### src/logic/ufs_map.vh
// Register map, field positions and reset values of the serial core
`ifndef UFS_MAP_VH
`define UFS_MAP_VH
`define UFS_A_DATA   12'h000
`define UFS_A_RSR    12'h004
`define UFS_A_FLAG   12'h018
`define UFS_A_ILPR   12'h020
`define UFS_A_DIV    12'h024
`define UFS_A_LCR    12'h02C
`define UFS_A_CTL    12'h030
`define UFS_A_LVL    12'h034
`define UFS_A_MASK   12'h038
`define UFS_A_RIS    12'h03C
`define UFS_A_MIS    12'h040
`define UFS_A_ICR    12'h044
// Line control fields
`define UFS_LC_BRK   0
`define UFS_LC_PEN   1
`define UFS_LC_EPS   2
`define UFS_LC_STP2  3
`define UFS_LC_FEN   4
`define UFS_LC_WLO   5
`define UFS_LC_WHI   6
`define UFS_LC_SPS   7
// Control fields
`define UFS_CT_EN    0
`define UFS_CT_SIR   1
`define UFS_CT_LP    2
`define UFS_CT_LBE   7
`define UFS_CT_TXE   8
`define UFS_CT_RXE   9
// Event bits
`define UFS_EV_RX    4
`define UFS_EV_TX    5
`define UFS_EV_RT    6
`define UFS_EV_FE    7
`define UFS_EV_PE    8
`define UFS_EV_BE    9
`define UFS_EV_OE    10
// Reset values
`define UFS_CTL_RST  10'h300
`define UFS_LVL_RST  6'h12
`define UFS_DIV_RST  16'h0001
`define UFS_ILP_RST  8'h01
// Timing in oversample ticks; the low-power pulse is counted in low-power ticks
`define UFS_T_START  4'h7
`define UFS_T_BIT    4'hF
`define UFS_T_PULSE  4'h3
`define UFS_LP_PULSE 2'h3
`endif

### src/logic/ufs_core.v
// Serial core with FIFOs, infrared codec, event logic and APB slave
`timescale 1ns/1ps
`include "ufs_map.vh"
module ufs_core #(
	parameter DEPTH   = 16,
	parameter AW      = 4,
	parameter RT_BITS = 9
) (
	// Clock, reset, enable
	input  wire        pclk,
	input  wire        presetn,
	input  wire        pclk_en,
	// APB slave
	input  wire        psel,
	input  wire        penable,
	input  wire        pwrite,
	input  wire [11:0] paddr,
	input  wire [31:0] pwdata,
	output reg  [31:0] prdata,
	output reg         pready,
	output reg         pslverr,
	// Serial pins and request
	input  wire        serial_in,
	output reg         serial_out,
	output reg         irq
);
	localparam RX_IDLE = 3'd0;
	localparam RX_START = 3'd1;
	localparam RX_DATA = 3'd2;
	localparam RX_PAR = 3'd3;
	localparam RX_STOP = 3'd4;

	// Trigger count for a level select code
	function [AW:0] ufs_lvl;
		input [2:0] sel;
		begin
			case (sel)
				3'd0: ufs_lvl = DEPTH[AW:0] >> 3;
				3'd1: ufs_lvl = DEPTH[AW:0] >> 2;
				3'd2: ufs_lvl = DEPTH[AW:0] >> 1;
				3'd3: ufs_lvl = (DEPTH[AW:0] >> 1) + (DEPTH[AW:0] >> 2);
				default: ufs_lvl = DEPTH[AW:0] - (DEPTH[AW:0] >> 3);
			endcase
		end
	endfunction

	// Registers
	reg [7:0]       line_control_reg;
	reg [9:0]       control_reg;
	reg [5:0]       fifo_level_select;
	reg [10:0]      irq_mask_reg;
	reg [10:0]      raw_irq_status;
	reg [15:0]      div_r;
	reg [7:0]       ilpr_r;
	reg [3:0]       rx_status_reg;
	// FIFO storage and pointers
	reg [7:0]       tx_mem [0:DEPTH-1];
	reg [11:0]      rx_mem [0:DEPTH-1];
	reg [AW-1:0]    tx_wp_r, tx_rp_r, rx_wp_r, rx_rp_r;
	reg [AW:0]      tx_cnt_r, rx_cnt_r, tx_prev_r, rx_prev_r;
	// Timing
	reg [15:0]      bcnt_r;
	reg [7:0]       lpcnt_r;
	// Transmitter
	reg [11:0]      tx_sh_r;
	reg [3:0]       tx_left_r, tx_sub_r;
	reg             tx_act_r;
	reg [1:0]       lp_pulse_r;
	// Receiver
	reg [2:0]       sy_r;
	reg             rx_f_r, rx_prev_line_r;
	reg [3:0]       ir_hold_r;
	reg [2:0]       rx_st_r;
	reg [3:0]       rx_sub_r;
	reg [2:0]       rx_bit_r;
	reg [7:0]       rx_dat_r;
	reg             rx_pe_r, oe_pend_r;
	reg [RT_BITS:0] rt_cnt_r;

	// Decoded controls
	wire       fifo_enable_bit  = line_control_reg[`UFS_LC_FEN];
	wire [1:0] wlen = line_control_reg[`UFS_LC_WHI:`UFS_LC_WLO];
	wire       sir  = control_reg[`UFS_CT_SIR];
	wire       loopback_enable_bit  = control_reg[`UFS_CT_LBE];
	wire       uen  = control_reg[`UFS_CT_EN];
	wire [AW:0] depth = fifo_enable_bit ? DEPTH[AW:0] : {{AW{1'b0}}, 1'b1};
	wire [AW:0] tx_lv = ufs_lvl(fifo_level_select[2:0]);
	wire [AW:0] rx_lv = fifo_enable_bit ? ufs_lvl(fifo_level_select[5:3]) : {{AW{1'b0}}, 1'b1};
	wire tx_full = tx_cnt_r >= depth;
	wire rx_full = rx_cnt_r >= depth;
	wire tx_empty = tx_cnt_r == 0;
	wire rx_empty = rx_cnt_r == 0;
	wire busy = !tx_empty || tx_act_r;

	// Ticks
	wire tick = bcnt_r == 0;
	wire lp_tick = lpcnt_r == 0;

	// Bus phases
	wire acc = psel && penable && pready;
	wire wr = acc && pwrite;
	wire rd = acc && !pwrite;
	wire wr_dat = wr && paddr == `UFS_A_DATA;
	wire rd_dat = rd && paddr == `UFS_A_DATA;
	wire [10:0] clr = (wr && paddr == `UFS_A_ICR) ? pwdata[10:0] : 11'h000;

	// FIFO handshakes
	wire tx_push = wr_dat && !tx_full;
	wire tx_start = tick && !tx_act_r && !tx_empty && uen && control_reg[`UFS_CT_TXE];
	wire rx_pop = rd_dat && !rx_empty;
	wire tx_bit_end = tick && tx_act_r && tx_sub_r == `UFS_T_BIT;

	// Frame assembly: start, data, parity, stops
	reg [11:0] fr;
	reg [3:0]  fr_len;
	reg        par;
	integer    i;
	always @* begin
		fr = 12'hFFF;
		par = line_control_reg[`UFS_LC_SPS] ? !line_control_reg[`UFS_LC_EPS] :
			(^(tx_mem[tx_rp_r] & (8'hFF >> (2'd3 - wlen))) ^ !line_control_reg[`UFS_LC_EPS]);
		fr[0] = 1'b0;
		for (i = 0; i < 8; i = i + 1) begin
			if (i < wlen + 5)
				fr[i+1] = tx_mem[tx_rp_r][i];
		end
		if (line_control_reg[`UFS_LC_PEN])
			fr[wlen+6] = par;
		fr_len = {2'b00, wlen} + 4'd7 + {3'b000, line_control_reg[`UFS_LC_PEN]}
			+ {3'b000, line_control_reg[`UFS_LC_STP2]};
	end

	// Receive line source: pin with codec, or own stream in loopback
	wire tx_line = tx_act_r ? tx_sh_r[0] : 1'b1;
	wire ir_bit = !(rx_f_r == 1'b0 || ir_hold_r != 0);
	wire rx_raw = sir ? ir_bit : rx_f_r;
	wire rx_in = loopback_enable_bit ? tx_line : ((sir && tx_act_r) ? 1'b1 : rx_raw);

	// Receive word with status
	wire fe_now = !rx_in;
	wire be_now = fe_now && rx_dat_r == 8'h00 && !rx_pe_r;
	wire rx_done = tick && rx_st_r == RX_STOP && rx_sub_r == `UFS_T_BIT;
	wire rx_push = rx_done && !rx_full;
	wire rx_ovr = rx_done && rx_full;
	wire [11:0] rx_word = {oe_pend_r, be_now, rx_pe_r, fe_now, rx_dat_r};

	// Event conditions
	wire rx_hit = rx_cnt_r >= rx_lv;
	wire tx_set = fifo_enable_bit ? (tx_prev_r > tx_lv && tx_cnt_r <= tx_lv) : (tx_prev_r != 0 && tx_empty);
	wire tx_off = fifo_enable_bit ? (tx_cnt_r > tx_lv) : !tx_empty;
	wire rt_hit = rt_cnt_r[RT_BITS];

	// APB answer, flags and read mux
	reg [31:0] rmux;
	reg        rbad;
	always @* begin
		rbad = 1'b0;
		rmux = 32'h0000_0000;
		case (paddr)
			`UFS_A_DATA: rmux = {20'h0_0000, rx_mem[rx_rp_r]};
			`UFS_A_RSR:  rmux = {28'h000_0000, rx_status_reg};
			`UFS_A_FLAG: rmux = {24'h00_0000, tx_empty, rx_full, tx_full, rx_empty, busy, 3'b000};
			`UFS_A_ILPR: rmux = {24'h00_0000, ilpr_r};
			`UFS_A_DIV:  rmux = {16'h0000, div_r};
			`UFS_A_LCR:  rmux = {24'h00_0000, line_control_reg};
			`UFS_A_CTL:  rmux = {22'h00_0000, control_reg};
			`UFS_A_LVL:  rmux = {26'h000_0000, fifo_level_select};
			`UFS_A_MASK: rmux = {21'h00_0000, irq_mask_reg};
			`UFS_A_RIS:  rmux = {21'h00_0000, raw_irq_status};
			`UFS_A_MIS:  rmux = {21'h00_0000, raw_irq_status & irq_mask_reg};
			`UFS_A_ICR:  rmux = 32'h0000_0000;
			default:     rbad = 1'b1;
		endcase
	end

	// Bus slave: one wait state, data registered
	always @(posedge pclk or negedge presetn) begin
		if (!presetn) begin
			pready <= 1'b0;
			pslverr <= 1'b0;
			prdata <= 32'h0000_0000;
		end else if (pclk_en) begin
			if (psel && penable && !pready) begin
				pready <= 1'b1;
				pslverr <= rbad;
				prdata <= pwrite ? 32'h0000_0000 : rmux;
			end else begin
				pready <= 1'b0;
				pslverr <= 1'b0;
			end
		end
	end

	// Software registers
	always @(posedge pclk or negedge presetn) begin
		if (!presetn) begin
			line_control_reg <= 8'h00;
			control_reg <= `UFS_CTL_RST;
			fifo_level_select <= `UFS_LVL_RST;
			irq_mask_reg <= 11'h000;
			div_r <= `UFS_DIV_RST;
			ilpr_r <= `UFS_ILP_RST;
		end else if (pclk_en && wr) begin
			case (paddr)
				`UFS_A_LCR:  line_control_reg <= pwdata[7:0];
				`UFS_A_CTL:  control_reg <= pwdata[9:0];
				`UFS_A_LVL:  fifo_level_select <= pwdata[5:0];
				`UFS_A_MASK: irq_mask_reg <= pwdata[10:0];
				`UFS_A_DIV:  div_r <= pwdata[15:0];
				`UFS_A_ILPR: ilpr_r <= pwdata[7:0];
				default: ;
			endcase
		end
	end

	// Oversample and low-power tick dividers
	always @(posedge pclk or negedge presetn) begin
		if (!presetn) begin
			bcnt_r <= 16'h0000;
			lpcnt_r <= 8'h00;
		end else if (pclk_en) begin
			bcnt_r <= (tick || div_r <= 16'h0001) ? div_r - 16'h0001 : bcnt_r - 16'h0001;
			lpcnt_r <= (lp_tick || ilpr_r <= 8'h01 || tx_start || tx_bit_end) ? ilpr_r - 8'h01 : lpcnt_r - 8'h01;
		end
	end

	// Transmit FIFO
	always @(posedge pclk) begin
		if (pclk_en && tx_push)
			tx_mem[tx_wp_r] <= pwdata[7:0];
	end
	always @(posedge pclk or negedge presetn) begin
		if (!presetn) begin
			tx_wp_r <= {AW{1'b0}};
			tx_rp_r <= {AW{1'b0}};
			tx_cnt_r <= {(AW+1){1'b0}};
			tx_prev_r <= {{AW{1'b0}}, 1'b1};
		end else if (pclk_en) begin
			if (!fifo_enable_bit && tx_push)
				tx_wp_r <= tx_rp_r;
			else if (tx_push)
				tx_wp_r <= tx_wp_r + 1'b1;
			if (tx_start)
				tx_rp_r <= fifo_enable_bit ? tx_rp_r + 1'b1 : tx_rp_r;
			tx_cnt_r <= tx_cnt_r + {{AW{1'b0}}, tx_push} - {{AW{1'b0}}, tx_start};
			tx_prev_r <= tx_cnt_r;
		end
	end

	// Transmit shifter and infrared encoder
	always @(posedge pclk or negedge presetn) begin
		if (!presetn) begin
			tx_act_r <= 1'b0;
			tx_sh_r <= 12'hFFF;
			tx_left_r <= 4'h0;
			tx_sub_r <= 4'h0;
			lp_pulse_r <= 2'b00;
			serial_out <= 1'b1;
		end else if (pclk_en) begin
			if (tx_start) begin
				tx_act_r <= 1'b1;
				tx_sh_r <= fr;
				tx_left_r <= fr_len - 4'd1;
				tx_sub_r <= 4'h0;
				lp_pulse_r <= `UFS_LP_PULSE;
			end else if (tick && tx_act_r) begin
				tx_sub_r <= tx_sub_r + 4'h1;
				if (tx_bit_end) begin
					tx_sh_r <= {1'b1, tx_sh_r[11:1]};
					tx_left_r <= tx_left_r - 4'h1;
					tx_act_r <= tx_left_r != 0;
					lp_pulse_r <= tx_sh_r[1] ? 2'b00 : `UFS_LP_PULSE;
				end else if (lp_tick && lp_pulse_r != 2'b00) begin
					lp_pulse_r <= lp_pulse_r - 2'b01;
				end
			end else if (lp_tick && lp_pulse_r != 0) begin
				lp_pulse_r <= lp_pulse_r - 2'b01;
			end
			if (line_control_reg[`UFS_LC_BRK])
				serial_out <= sir ? 1'b0 : 1'b0;
			else if (!sir)
				serial_out <= tx_line;
			else if (control_reg[`UFS_CT_LP])
				serial_out <= tx_act_r && !tx_sh_r[0] && lp_pulse_r != 0;
			else
				serial_out <= tx_act_r && !tx_sh_r[0] && tx_sub_r < `UFS_T_PULSE;
		end
	end

	// Pin synchroniser and infrared pulse stretch
	always @(posedge pclk or negedge presetn) begin
		if (!presetn) begin
			sy_r <= 3'b111;
			rx_f_r <= 1'b1;
			ir_hold_r <= 4'h0;
			rx_prev_line_r <= 1'b1;
		end else if (pclk_en) begin
			sy_r <= {sy_r[1:0], serial_in};
			if (sy_r[1] == sy_r[2])
				rx_f_r <= sy_r[2];
			if (!rx_f_r)
				ir_hold_r <= `UFS_T_BIT;
			else if (tick && ir_hold_r != 0)
				ir_hold_r <= ir_hold_r - 4'h1;
			rx_prev_line_r <= rx_in;
		end
	end

	// Receiver state machine
	always @(posedge pclk or negedge presetn) begin
		if (!presetn) begin
			rx_st_r <= RX_IDLE;
			rx_sub_r <= 4'h0;
			rx_bit_r <= 3'd0;
			rx_dat_r <= 8'h00;
			rx_pe_r <= 1'b0;
		end else if (pclk_en) begin
			case (rx_st_r)
				RX_IDLE: begin
					if (rx_prev_line_r && !rx_in && uen && control_reg[`UFS_CT_RXE]) begin
						rx_st_r <= RX_START;
						rx_sub_r <= 4'h0;
					end
				end
				RX_START: if (tick) begin
					rx_sub_r <= rx_sub_r + 4'h1;
					if (rx_sub_r == `UFS_T_START) begin
						rx_st_r <= rx_in ? RX_IDLE : RX_DATA;
						rx_sub_r <= 4'h0;
						rx_bit_r <= 3'd0;
						rx_dat_r <= 8'h00;
						rx_pe_r <= 1'b0;
					end
				end
				RX_DATA: if (tick) begin
					rx_sub_r <= rx_sub_r + 4'h1;
					if (rx_sub_r == `UFS_T_BIT) begin
						rx_dat_r[rx_bit_r] <= rx_in;
						rx_bit_r <= rx_bit_r + 3'd1;
						if (rx_bit_r == {1'b0, wlen} + 3'd4)
							rx_st_r <= line_control_reg[`UFS_LC_PEN] ? RX_PAR : RX_STOP;
					end
				end
				RX_PAR: if (tick) begin
					rx_sub_r <= rx_sub_r + 4'h1;
					if (rx_sub_r == `UFS_T_BIT) begin
						rx_st_r <= RX_STOP;
						rx_pe_r <= rx_in != (line_control_reg[`UFS_LC_SPS] ? !line_control_reg[`UFS_LC_EPS] :
							(^rx_dat_r ^ !line_control_reg[`UFS_LC_EPS]));
					end
				end
				RX_STOP: if (tick) begin
					rx_sub_r <= rx_sub_r + 4'h1;
					if (rx_sub_r == `UFS_T_BIT)
						rx_st_r <= RX_IDLE;
				end
				default: rx_st_r <= RX_IDLE;
			endcase
		end
	end

	// Receive FIFO with status bits
	always @(posedge pclk) begin
		if (pclk_en && rx_push)
			rx_mem[rx_wp_r] <= rx_word;
	end
	always @(posedge pclk or negedge presetn) begin
		if (!presetn) begin
			rx_wp_r <= {AW{1'b0}};
			rx_rp_r <= {AW{1'b0}};
			rx_cnt_r <= {(AW+1){1'b0}};
			rx_prev_r <= {(AW+1){1'b0}};
			oe_pend_r <= 1'b0;
			rx_status_reg <= 4'h0;
		end else if (pclk_en) begin
			if (!fifo_enable_bit && rx_push)
				rx_wp_r <= rx_rp_r;
			else if (rx_push)
				rx_wp_r <= rx_wp_r + 1'b1;
			if (rx_pop && fifo_enable_bit)
				rx_rp_r <= rx_rp_r + 1'b1;
			rx_cnt_r <= rx_cnt_r + {{AW{1'b0}}, rx_push} - {{AW{1'b0}}, rx_pop};
			rx_prev_r <= rx_cnt_r;
			if (rx_ovr)
				oe_pend_r <= 1'b1;
			else if (rx_push)
				oe_pend_r <= 1'b0;
			// Overrun sticks until a write here; set beats clear
			if (wr && paddr == `UFS_A_RSR)
				rx_status_reg <= {rx_ovr, 3'b000};
			else if (rx_pop)
				rx_status_reg <= {rx_mem[rx_rp_r][11] | rx_ovr | rx_status_reg[3], rx_mem[rx_rp_r][10:8]};
			else if (rx_ovr)
				rx_status_reg[3] <= 1'b1;
		end
	end

	// Receive idle timer
	always @(posedge pclk or negedge presetn) begin
		if (!presetn)
			rt_cnt_r <= {(RT_BITS+1){1'b0}};
		else if (pclk_en) begin
			if (rx_empty || rx_st_r != RX_IDLE || rx_pop || rt_hit)
				rt_cnt_r <= {(RT_BITS+1){1'b0}};
			else if (tick)
				rt_cnt_r <= rt_cnt_r + 1'b1;
		end
	end

	// Raw events, mask and request; set beats clear
	always @(posedge pclk or negedge presetn) begin
		if (!presetn) begin
			raw_irq_status <= 11'h000;
			irq <= 1'b0;
		end else if (pclk_en) begin
			raw_irq_status[3:0] <= 4'h0;
			raw_irq_status[`UFS_EV_RX] <= (rx_hit && rx_prev_r < rx_lv) ||
				(raw_irq_status[`UFS_EV_RX] && rx_hit && !clr[`UFS_EV_RX]);
			raw_irq_status[`UFS_EV_TX] <= tx_set ||
				(raw_irq_status[`UFS_EV_TX] && !tx_off && !clr[`UFS_EV_TX]);
			raw_irq_status[`UFS_EV_RT] <= rt_hit || (raw_irq_status[`UFS_EV_RT] && !clr[`UFS_EV_RT]);
			raw_irq_status[`UFS_EV_FE] <= (rx_push && fe_now) || (raw_irq_status[`UFS_EV_FE] && !clr[`UFS_EV_FE]);
			raw_irq_status[`UFS_EV_PE] <= (rx_push && rx_pe_r) || (raw_irq_status[`UFS_EV_PE] && !clr[`UFS_EV_PE]);
			raw_irq_status[`UFS_EV_BE] <= (rx_push && be_now) || (raw_irq_status[`UFS_EV_BE] && !clr[`UFS_EV_BE]);
			raw_irq_status[`UFS_EV_OE] <= rx_ovr || (raw_irq_status[`UFS_EV_OE] && !clr[`UFS_EV_OE]);
			irq <= |(raw_irq_status & irq_mask_reg);
		end
	end
endmodule // ufs_core

### config.mk
export PLATFORM = sky130hd
export DESIGN_NAME = ufs_core
export DESIGN_NICKNAME = d
export VERILOG_FILES = /design/src/logic/ufs_core.v
export VERILOG_INCLUDE_DIRS = /design/src /design/src/logic
export SDC_FILE = /design/constraint.sdc
export NUM_CORES = 1
export LEC_CHECK = 0
export ABC_AREA = 1
export BUFFER_PORTS_ARGS = -buffer_cell sky130_fd_sc_hd__buf_2
export CORE_UTILIZATION = 56
export DETAILED_ROUTE_END_ITERATION = 12
export PLACE_DENSITY = 0.81
export SYNTH_ARGS = -nofsm -noshare
export SYNTH_HDL_FRONTEND = slang
export SYNTH_SLANG_ARGS = --single-unit
### constraint.sdc
create_clock -name pclk -period 6.27 [get_ports pclk]
set_input_delay 0.9405 -clock pclk [delete_from_list [all_inputs] [get_ports pclk]]
set_output_delay 0.9405 -clock pclk [all_outputs]
set_load 0.02 [all_outputs]
==> metrics.txt, run 1 <==
# TYPE chip_impl_metric gauge
chip_impl_metric{name="dpl_cell_area",unit="um^2"} 26100
chip_impl_metric{name="avgViaCountPerCell",unit=""} 6.00
chip_impl_metric{name="share_comb_of_total_power",unit="%"} 7.7
chip_impl_metric{name="grt_overall_usage",unit="%"} 28.4
chip_impl_metric{name="seq_area_frac_synth",unit="%"} 58.6
chip_impl_metric{name="timing_max_transition_violations_final",unit=""} 0
chip_impl_metric{name="final_layout_size_suffix_gt1_share",unit="%"} 8.70
chip_impl_metric{name="globalRouteOverflowTotal",unit=""} 0
chip_impl_metric{name="finish.net_count",unit=""} 2799
chip_impl_metric{name="power_leakage",unit="nW"} 11.6
chip_impl_metric{name="synth_cells",unit=""} 2652
chip_impl_info{name="buffer_type_at_the_clock_tree_root",value="clkbuf_16"} 1
chip_impl_metric{name="cts_resized",unit=""} 0
chip_impl_metric{name="detail_route.drc_violations",unit=""} 0
chip_impl_metric{name="final_hold_viol_count",unit=""} 0
chip_impl_metric{name="grt_pass1_vias",unit=""} 19300
chip_impl_metric{name="io-pin-count",unit=""} 87
chip_impl_metric{name="critical_path.max_fanout",unit=""} 15
chip_impl_metric{name="final-setup-viol-count",unit=""} 0
chip_impl_info{name="grt_setup_unrepaired",value="no"} 1
chip_impl_info{name="clock_tree_from_tritoncts",value="built"} 1
chip_impl_metric{name="clock_sinks",unit=""} 532
chip_impl_metric{name="largest_register_ff_count",unit=""} 192
chip_impl_metric{name="p_clk_share",unit="%"} 41.2
chip_impl_metric{name="initialDrtViolationCount",unit=""} 2279
chip_impl_metric{name="routedWlPerCell",unit="um"} 19.7
chip_impl_metric{name="rows",unit=""} 77
chip_impl_metric{name="postSynth.asyncResetShare",unit="%"} 39.8
chip_impl_metric{name="crit_required",unit="ns"} 6.80
chip_impl_metric{name="setup_total_negative_slack",unit="ns"} 0
chip_impl_metric{name="power.share.sequential",unit="%"} 51.2
chip_impl_metric{name="synth_cell_type_count",unit=""} 64
chip_impl_metric{name="sw_share",unit="%"} 24.4
chip_impl_info{name="hold_path.class",value="primary input to async pin"} 1
chip_impl_info{name="reg.largest.list",value="rx_mem: 192 flops, tx_mem: 128 flops"} 1
chip_impl_metric{name="area.growth.synth_to_final",unit="%"} 9.16
chip_impl_info{name="run_status",value="finished clean"} 1
chip_impl_metric{name="syn_area",unit="um^2"} 25500
chip_impl_metric{name="detail_route.first_pass.iterations",unit=""} 6
chip_impl_metric{name="p_per_area",unit="nW/um^2"} 274
chip_impl_metric{name="dieWidth",unit="um"} 215
chip_impl_info{name="crit_path_end_kind",value="flip-flop"} 1
chip_impl_metric{name="initial_core_util",unit="%"} 57.2
chip_impl_metric{name="cp_data_arrival_time",unit="ns"} 5.10
chip_impl_info{name="top_register",value="rx_mem"} 1
chip_impl_info{name="category_of_the_most_critical_setup_path",value="flip-flop to flip-flop"} 1
chip_impl_metric{name="die_area",unit="um^2"} 46400
chip_impl_metric{name="cts.hold.buffers_added",unit=""} 0
chip_impl_metric{name="via_count",unit=""} 19900
chip_impl_metric{name="maxCapViolations",unit=""} 0
chip_impl_metric{name="die_height",unit="um"} 215
chip_impl_metric{name="finalClockSkew",unit="ns"} 0.0233
chip_impl_metric{name="ir_drop",unit="V"} 0.000265
chip_impl_metric{name="cts-root-to-sink-buffers",unit=""} 3
chip_impl_metric{name="period_share",unit="%"} 72.9
chip_impl_metric{name="max_slew.worst_pin.slew",unit="ns"} 1.33
chip_impl_metric{name="post_layout_nonfiller_instances",unit=""} 3316
chip_impl_metric{name="dp_cells",unit=""} 3220
chip_impl_metric{name="switching_power",unit="W"} 0.00186
chip_impl_metric{name="grt_max_degree",unit=""} 84
chip_impl_metric{name="final_replace_weighted_congestion",unit=""} 0.965
chip_impl_metric{name="ant_nets",unit=""} 0
chip_impl_metric{name="detail_route.wirelength",unit="um"} 65500
chip_impl_metric{name="worst_setup_hold_path_clk_slew",unit="ns"} 0.07
chip_impl_info{name="kind_of_start_point_of_the_critical_path",value="flip-flop"} 1
chip_impl_metric{name="syn-mean-instance-area",unit="um^2"} 9.62
chip_impl_metric{name="count_of_h_tree_levels_built_during_cts",unit=""} 2
chip_impl_metric{name="worst_skew_pair.late_latency",unit="ns"} 0.62
chip_impl_metric{name="relSlewSlack",unit="%"} 10.5
chip_impl_metric{name="place.detailed.hpwl",unit="um"} 43600
chip_impl_metric{name="cts-buffers-inserted",unit=""} 51
chip_impl_metric{name="yosys_warnings",unit=""} 0
chip_impl_metric{name="design_area",unit="um^2"} 27800
chip_impl_metric{name="grt_pass1_wl",unit="um"} 103000
chip_impl_metric{name="nFillCells",unit=""} 3411
chip_impl_metric{name="place.port_buffers",unit=""} 54
chip_impl_metric{name="post_synthesis_sequential_element_count",unit=""} 532
chip_impl_metric{name="synth_edf_count",unit=""} 320
chip_impl_metric{name="area_of_the_core_region",unit="um^2"} 44600
chip_impl_metric{name="antennaDiodeCount",unit=""} 0
chip_impl_info{name="yosys_most_used_dff",value="edfxtp_1"} 1
chip_impl_metric{name="internal_power",unit="W"} 0.00576
chip_impl_metric{name="min_period",unit="ns"} 4.57
chip_impl_metric{name="post-cts-setup-buffers",unit=""} 0
chip_impl_metric{name="achievable-frequency",unit="MHz"} 219
chip_impl_metric{name="antenna_found_initial",unit=""} 1
[cells by family after synthesis]
kind of cell               Yosys count  synth area share (%)
AOI/OAI and AO/OA                  503                  11.4
xor gates and xnor gates            53                  1.82
adders and majority gates           67                  3.38
buffers and inverters              383                  6.22
DFF                                532                  58.6
muxes                                5                 0.196
other                                1                0.0147
and+or+nand+nor                   1108                  18.3
[power groups by stage]
stage | Sequential (W) | Combinational, W | Clock (W)
global placement | 0.00396 | 0.000544 | 0
floorplan | 0.00394 | 0.000402 | 0
global route | 0.00390 | 0.000653 | 0.00330
CTS | 0.00389 | 0.000576 | 0.00316
finish | 0.00390 | 0.000584 | 0.00313
detailed placement | 0.00396 | 0.000571 | 0
[cells in the final DEF (no fill, tap or decap), drive strengths merged, types with 3 or more instances in the layout]
| master | count |
|---|---|
| a21boi | 3 |
| a21oi | 112 |
| a221oi | 26 |
| a22o | 7 |
| a22oi | 4 |
| a31oi | 8 |
| buf | 65 |
| bufinv | 5 |
| clkbuf | 60 |
| clkinv | 29 |
| clkinvlp | 4 |
| conb | 16 |
| dfrtp | 187 |
| dfstp | 25 |
| edfxtp | 320 |
| fa | 3 |
| ha | 64 |
| inv | 277 |
| mux2i | 5 |
| nand2 | 617 |
| nand3 | 138 |
| nand4 | 33 |
| nor2 | 272 |
| nor3 | 32 |
| nor4 | 10 |
| o2111ai | 5 |
| o211ai | 15 |
| o21ai | 252 |
| o21bai | 4 |
| o221ai | 16 |
| o22ai | 27 |
| o311ai | 3 |
| o31ai | 12 |
| xnor2 | 16 |
| xor2 | 37 |
[layout make-up]
class / instances / area, um^2 / share of cell area [%]
clock inverter: 36 / 349 / 1.25
inverter: 279 / 1050 / 3.77
clock buffer: 60 / 1360 / 4.89
timing repair buffer: 65 / 363 / 1.30
sequential: 532 / 14900 / 53.7
multi-input combinational: 1752 / 9030 / 32.4
tap: 592 / 741 / 2.66
[path summary, 6_finish.rpt]
| kind | from | end | slack, ns | cells past startpoint |
|---|---|---|---|---|
| min reg2reg | tx_sh_r[6] | tx_sh_r[6] | 0.47 | 2 |
| max reg2reg | line_control_reg[4] | tx_cnt_r[4] | 1.70 | 19 |
| min in group pclk | tx_sh_r[6] | tx_sh_r[6] | 0.47 | 2 |
| max in group asynchronous | presetn | tx_cnt_r[1] | 4.54 | 2 |
| max | line_control_reg[4] | tx_cnt_r[4] | 1.70 | 19 |
| min | presetn | prdata[14] | 0.33 | 1 |
[critical path, stage by stage, from the launching register on]
cell	delay, ns
dfrtp_1	0.76
clkinv_1	0.67
ha_1	0.49
nand2_1	0.06
nor2_1	0.03
o21ai_0	0.18
nand2_1	0.18
nor3_4	0.36
inv_1	0.09
ha_1	0.28
inv_1	0.06
ha_1	0.16
inv_1	0.06
fa_1	0.39
o21ai_0	0.21
a21oi_1	0.11
nand2_1	0.07
nand2_1	0.05
nor2_1	0.14
xor2_1	0.15
[per-stage QoR]
| step | total power, W | utilization [%] | setup WS [ns] | hold WS (ns) |
|---|---|---|---|---|
| after CTS | 0.00763 | 62.4 | 1.85 | 0.328 |
| after global placement | 0.00450 | 58.6 | 1.93 | 0.458 |
| final | 0.00762 | 62.4 | 1.70 | 0.329 |
| after detailed placement | 0.00453 | 58.6 | 1.89 | 0.463 |
| after floorplan | 0.00434 | - | 2.72 | 0.444 |
| after global routing | 0.00785 | 62.4 | 1.43 | 0.371 |
[routing by layer]
layer | part of all wire [%] | GRT usage (%)
met2 | 47 | 45.5
met1 | 40 | 38.3
met3 | 9.2 | 4.79
met4 | 4.2 | 12.8
met5 | 0 | 0
[synthesized netlist by cell type (all sizes together) (33+ instances only)]
cell / instances / share of area, %
nand4: 33 / 0.86
nor2: 272 / 4.2
xor2: 37 / 1.3
nand3: 138 / 2.8
ha: 64 / 3.1
a21oi: 112 / 2.2
edfxtp: 320 / 38
dfrtp: 187 / 18
o21ai: 252 / 5.0
clkbuf: 56 / 0.82
inv: 275 / 4.1
buf: 48 / 1.3
nand2: 617 / 9.2
Power figures use the tool's default switching activity.
==> run 2: changes to the inputs <==
Settings changed: PLACE_DENSITY 0.81 to 0.84.
Clock period 6.27 ns to 4.1 ns, I/O delays scaled along.
==> run 2 against run 1 <==
Against the previous run: hold slack worse by 0.31 ns; sequential cell count unchanged; clock power up 56%; register-to-register slack worse by 1.3 ns; total power up 54%; cell count up 0.78%; die area unchanged; critical path type unchanged; largest cell class unchanged; highest routed layer unchanged.
==> metrics.txt, run 2 (same netlist as run 1, synthesis figures left out) <==
# TYPE chip_impl_metric gauge
chip_impl_metric{name="detail_route.drc_violations",unit=""} 0
chip_impl_info{name="kind_of_start_point_of_the_critical_path",value="flip-flop"} 1
chip_impl_metric{name="dieWidth",unit="um"} 215
chip_impl_metric{name="place.detailed.hpwl",unit="um"} 44900
chip_impl_metric{name="antenna_found_initial",unit=""} 0
chip_impl_metric{name="cp_data_arrival_time",unit="ns"} 4.20
chip_impl_metric{name="max_slew.worst_pin.slew",unit="ns"} 1.25
chip_impl_metric{name="routedWlPerCell",unit="um"} 19.9
chip_impl_metric{name="grt_max_degree",unit=""} 87
chip_impl_metric{name="globalRouteOverflowTotal",unit=""} 0
chip_impl_metric{name="antennaDiodeCount",unit=""} 0
chip_impl_metric{name="relSlewSlack",unit="%"} 16.0
chip_impl_info{name="grt_setup_unrepaired",value="no"} 1
chip_impl_metric{name="detail_route.wirelength",unit="um"} 66500
chip_impl_metric{name="post-cts-setup-buffers",unit=""} 0
chip_impl_metric{name="via_count",unit=""} 19800
chip_impl_info{name="reg.largest.list",value="rx_mem: 192 flops, tx_mem: 128 flops"} 1
chip_impl_info{name="cpMostUsedCell",value="inv_1"} 1
chip_impl_metric{name="critical_path.max_fanout",unit=""} 9
chip_impl_metric{name="worst_setup_hold_path_clk_slew",unit="ns"} 0.06
chip_impl_info{name="final_cell_mix",value="nand2_1 (610), edfxtp_1 (320), nor2_1 (258), inv_1 (255), o21ai_0 (248)"} 1
chip_impl_metric{name="cts.hold.buffers_added",unit=""} 0
chip_impl_metric{name="initial_core_util",unit="%"} 57.2
chip_impl_metric{name="p_clk_share",unit="%"} 41.7
chip_impl_metric{name="p_per_area",unit="nW/um^2"} 418
chip_impl_metric{name="final_layout_size_suffix_gt1_share",unit="%"} 9.16
chip_impl_metric{name="grt_overall_usage",unit="%"} 29.0
chip_impl_metric{name="post_layout_nonfiller_instances",unit=""} 3342
chip_impl_metric{name="cts-buffers-inserted",unit=""} 53
chip_impl_metric{name="ant_nets",unit=""} 0
chip_impl_metric{name="largest_register_ff_count",unit=""} 192
chip_impl_info{name="cpMaxStageDelayCell",value="nor2_2"} 1
chip_impl_metric{name="clock_sinks",unit=""} 532
chip_impl_metric{name="ir_drop",unit="V"} 0.000363
chip_impl_metric{name="area_of_the_core_region",unit="um^2"} 44600
chip_impl_metric{name="worst_skew_pair.late_latency",unit="ns"} 0.60
chip_impl_metric{name="switching_power",unit="W"} 0.00276
chip_impl_metric{name="die_height",unit="um"} 215
chip_impl_metric{name="cts-root-to-sink-buffers",unit=""} 3
chip_impl_metric{name="share_comb_of_total_power",unit="%"} 7.6
chip_impl_metric{name="cts_resized",unit=""} 0
chip_impl_metric{name="io-pin-count",unit=""} 87
chip_impl_info{name="hold_path.class",value="primary input to async pin"} 1
chip_impl_info{name="run_status",value="finished clean"} 1
chip_impl_info{name="buffer_type_at_the_clock_tree_root",value="clkbuf_16"} 1
chip_impl_metric{name="rows",unit=""} 77
chip_impl_info{name="layout_commonest_cell",value="nand2_1"} 1
chip_impl_metric{name="totalPowerFinal",unit="W"} 0.0117
chip_impl_metric{name="design_area",unit="um^2"} 28100
chip_impl_metric{name="min_period",unit="ns"} 3.68
chip_impl_metric{name="dp_cells",unit=""} 3246
chip_impl_metric{name="count_of_h_tree_levels_built_during_cts",unit=""} 2
chip_impl_metric{name="final_replace_weighted_congestion",unit=""} 0.970
chip_impl_info{name="category_of_the_most_critical_setup_path",value="flip-flop to flip-flop"} 1
chip_impl_metric{name="maxCapViolations",unit=""} 0
chip_impl_metric{name="crit_required",unit="ns"} 4.62
chip_impl_metric{name="detail_route.first_pass.iterations",unit=""} 6
chip_impl_metric{name="dpl_cell_area",unit="um^2"} 26400
chip_impl_metric{name="final-setup-viol-count",unit=""} 0
chip_impl_metric{name="grt_pass1_vias",unit=""} 19300
chip_impl_info{name="clock_tree_from_tritoncts",value="built"} 1
chip_impl_metric{name="die_area",unit="um^2"} 46400
chip_impl_metric{name="final_hold_viol_count",unit=""} 0
chip_impl_metric{name="internal_power",unit="W"} 0.00898
chip_impl_metric{name="timing.hold.ws",unit="ns"} 0.0156
chip_impl_metric{name="grt_pass1_wl",unit="um"} 105000
chip_impl_metric{name="finalClockSkew",unit="ns"} 0.0136
chip_impl_info{name="crit_path_end_kind",value="flip-flop"} 1
chip_impl_metric{name="achievable-frequency",unit="MHz"} 272
chip_impl_info{name="top_register",value="rx_mem"} 1
chip_impl_metric{name="avgViaCountPerCell",unit=""} 5.94
chip_impl_metric{name="worst_path_largest_cell_delay",unit="ns"} 0.46
chip_impl_metric{name="setup_total_negative_slack",unit="ns"} 0
chip_impl_metric{name="finish.net_count",unit=""} 2827
chip_impl_metric{name="sw_share",unit="%"} 23.5
chip_impl_metric{name="period_share",unit="%"} 89.8
chip_impl_metric{name="place.port_buffers",unit=""} 54
chip_impl_metric{name="initialDrtViolationCount",unit=""} 2484
chip_impl_info{name="critical_path.cell_chain",value="inv_1 -> ha_1 -> nand3_1 -> nor2_1 -> inv_1 -> nand4_1 -> nor2_2 -> ha_1 -> inv_1 -> ha_1 -> inv_1 -> fa_1 -> o21ai_0 -> a21oi_1 -> nand2_1 -> nand2_1 -> nor2_1 -> xor2_1"} 1
chip_impl_metric{name="area.growth.synth_to_final",unit="%"} 10.1
chip_impl_metric{name="power_leakage",unit="nW"} 11.7
chip_impl_metric{name="power.share.sequential",unit="%"} 50.8
chip_impl_metric{name="timing_max_transition_violations_final",unit=""} 0
-- run 2: cell count changes in the layout (fill, tap and decap cells not counted), sizes merged --
cell	before	now
clkinv	29	12
buf	65	91
clkinvlp	4	3
bufinv	5	6
clkbuf	60	78
inv	277	276
-- run 2: stage by stage --
| step | worst slack (ns) | util [%] |
|---|---|---|
| after CTS | 0.434 | 63.0 |
| after detailed placement | 0.460 | 59.1 |
| final | 0.418 | 63.0 |
| after floorplan | 0.880 | - |
| after global routing | 0.121 | 63.0 |
| after global placement | 0.546 | 59.1 |
-- run 2: worst paths after layout --
kind / startpoint / end / slack, ns / cells after the start
max: tx_cnt_r[2] / tx_cnt_r[4] / 0.42 / 18
min: presetn / div_r[13] / 0.02 / 1
max reg2reg: tx_cnt_r[2] / tx_cnt_r[4] / 0.42 / 18
min reg2reg: tx_sh_r[11] / tx_sh_r[11] / 0.47 / 2
max in group asynchronous: presetn / sy_r[2] / 3.11 / 2
min in group pclk: serial_in / sy_r[0] / 0.25 / 3
-- run 2: area by class of cell --
cell class / instances / area, um^2
Sequential cell: 532 / 14900
Inverter: 279 / 1050
Fill cell: 3466 / 16500
Timing Repair Buffer: 91 / 596
Clock buffer: 78 / 1480
Clock inverter: 18 / 249
Multi-Input combinational cell: 1752 / 9030
Tap cell: 592 / 741
-- run 2: metal layers --
layer	wire length (um)	global-route usage [%]
met3	5630	4.30
met4	2310	11.4
met2	31500	46.7
met1	27000	39.8
met5	0	0
-- run 2: power groups by stage --
stage	clock, W	combinational (W)	sequential (W)
finish	0.00489	0.000889	0.00596
CTS	0.00492	0.000881	0.00596
detailed placement	0	0.000872	0.00606
floorplan	0	0.000615	0.00603
global placement	0	0.000846	0.00605
global route	0.00511	0.00101	0.00597
-- run 2: worst max-delay path, delay by kind of cell, from the launching register on --
family | cells | cell delay (ns)
buf+inv | 4 | 0.35
fa+ha+maj | 4 | 1.14
compound gates | 2 | 0.29
flops | 1 | 0.39
simple gates | 7 | 1.30
xor+xnor | 1 | 0.15
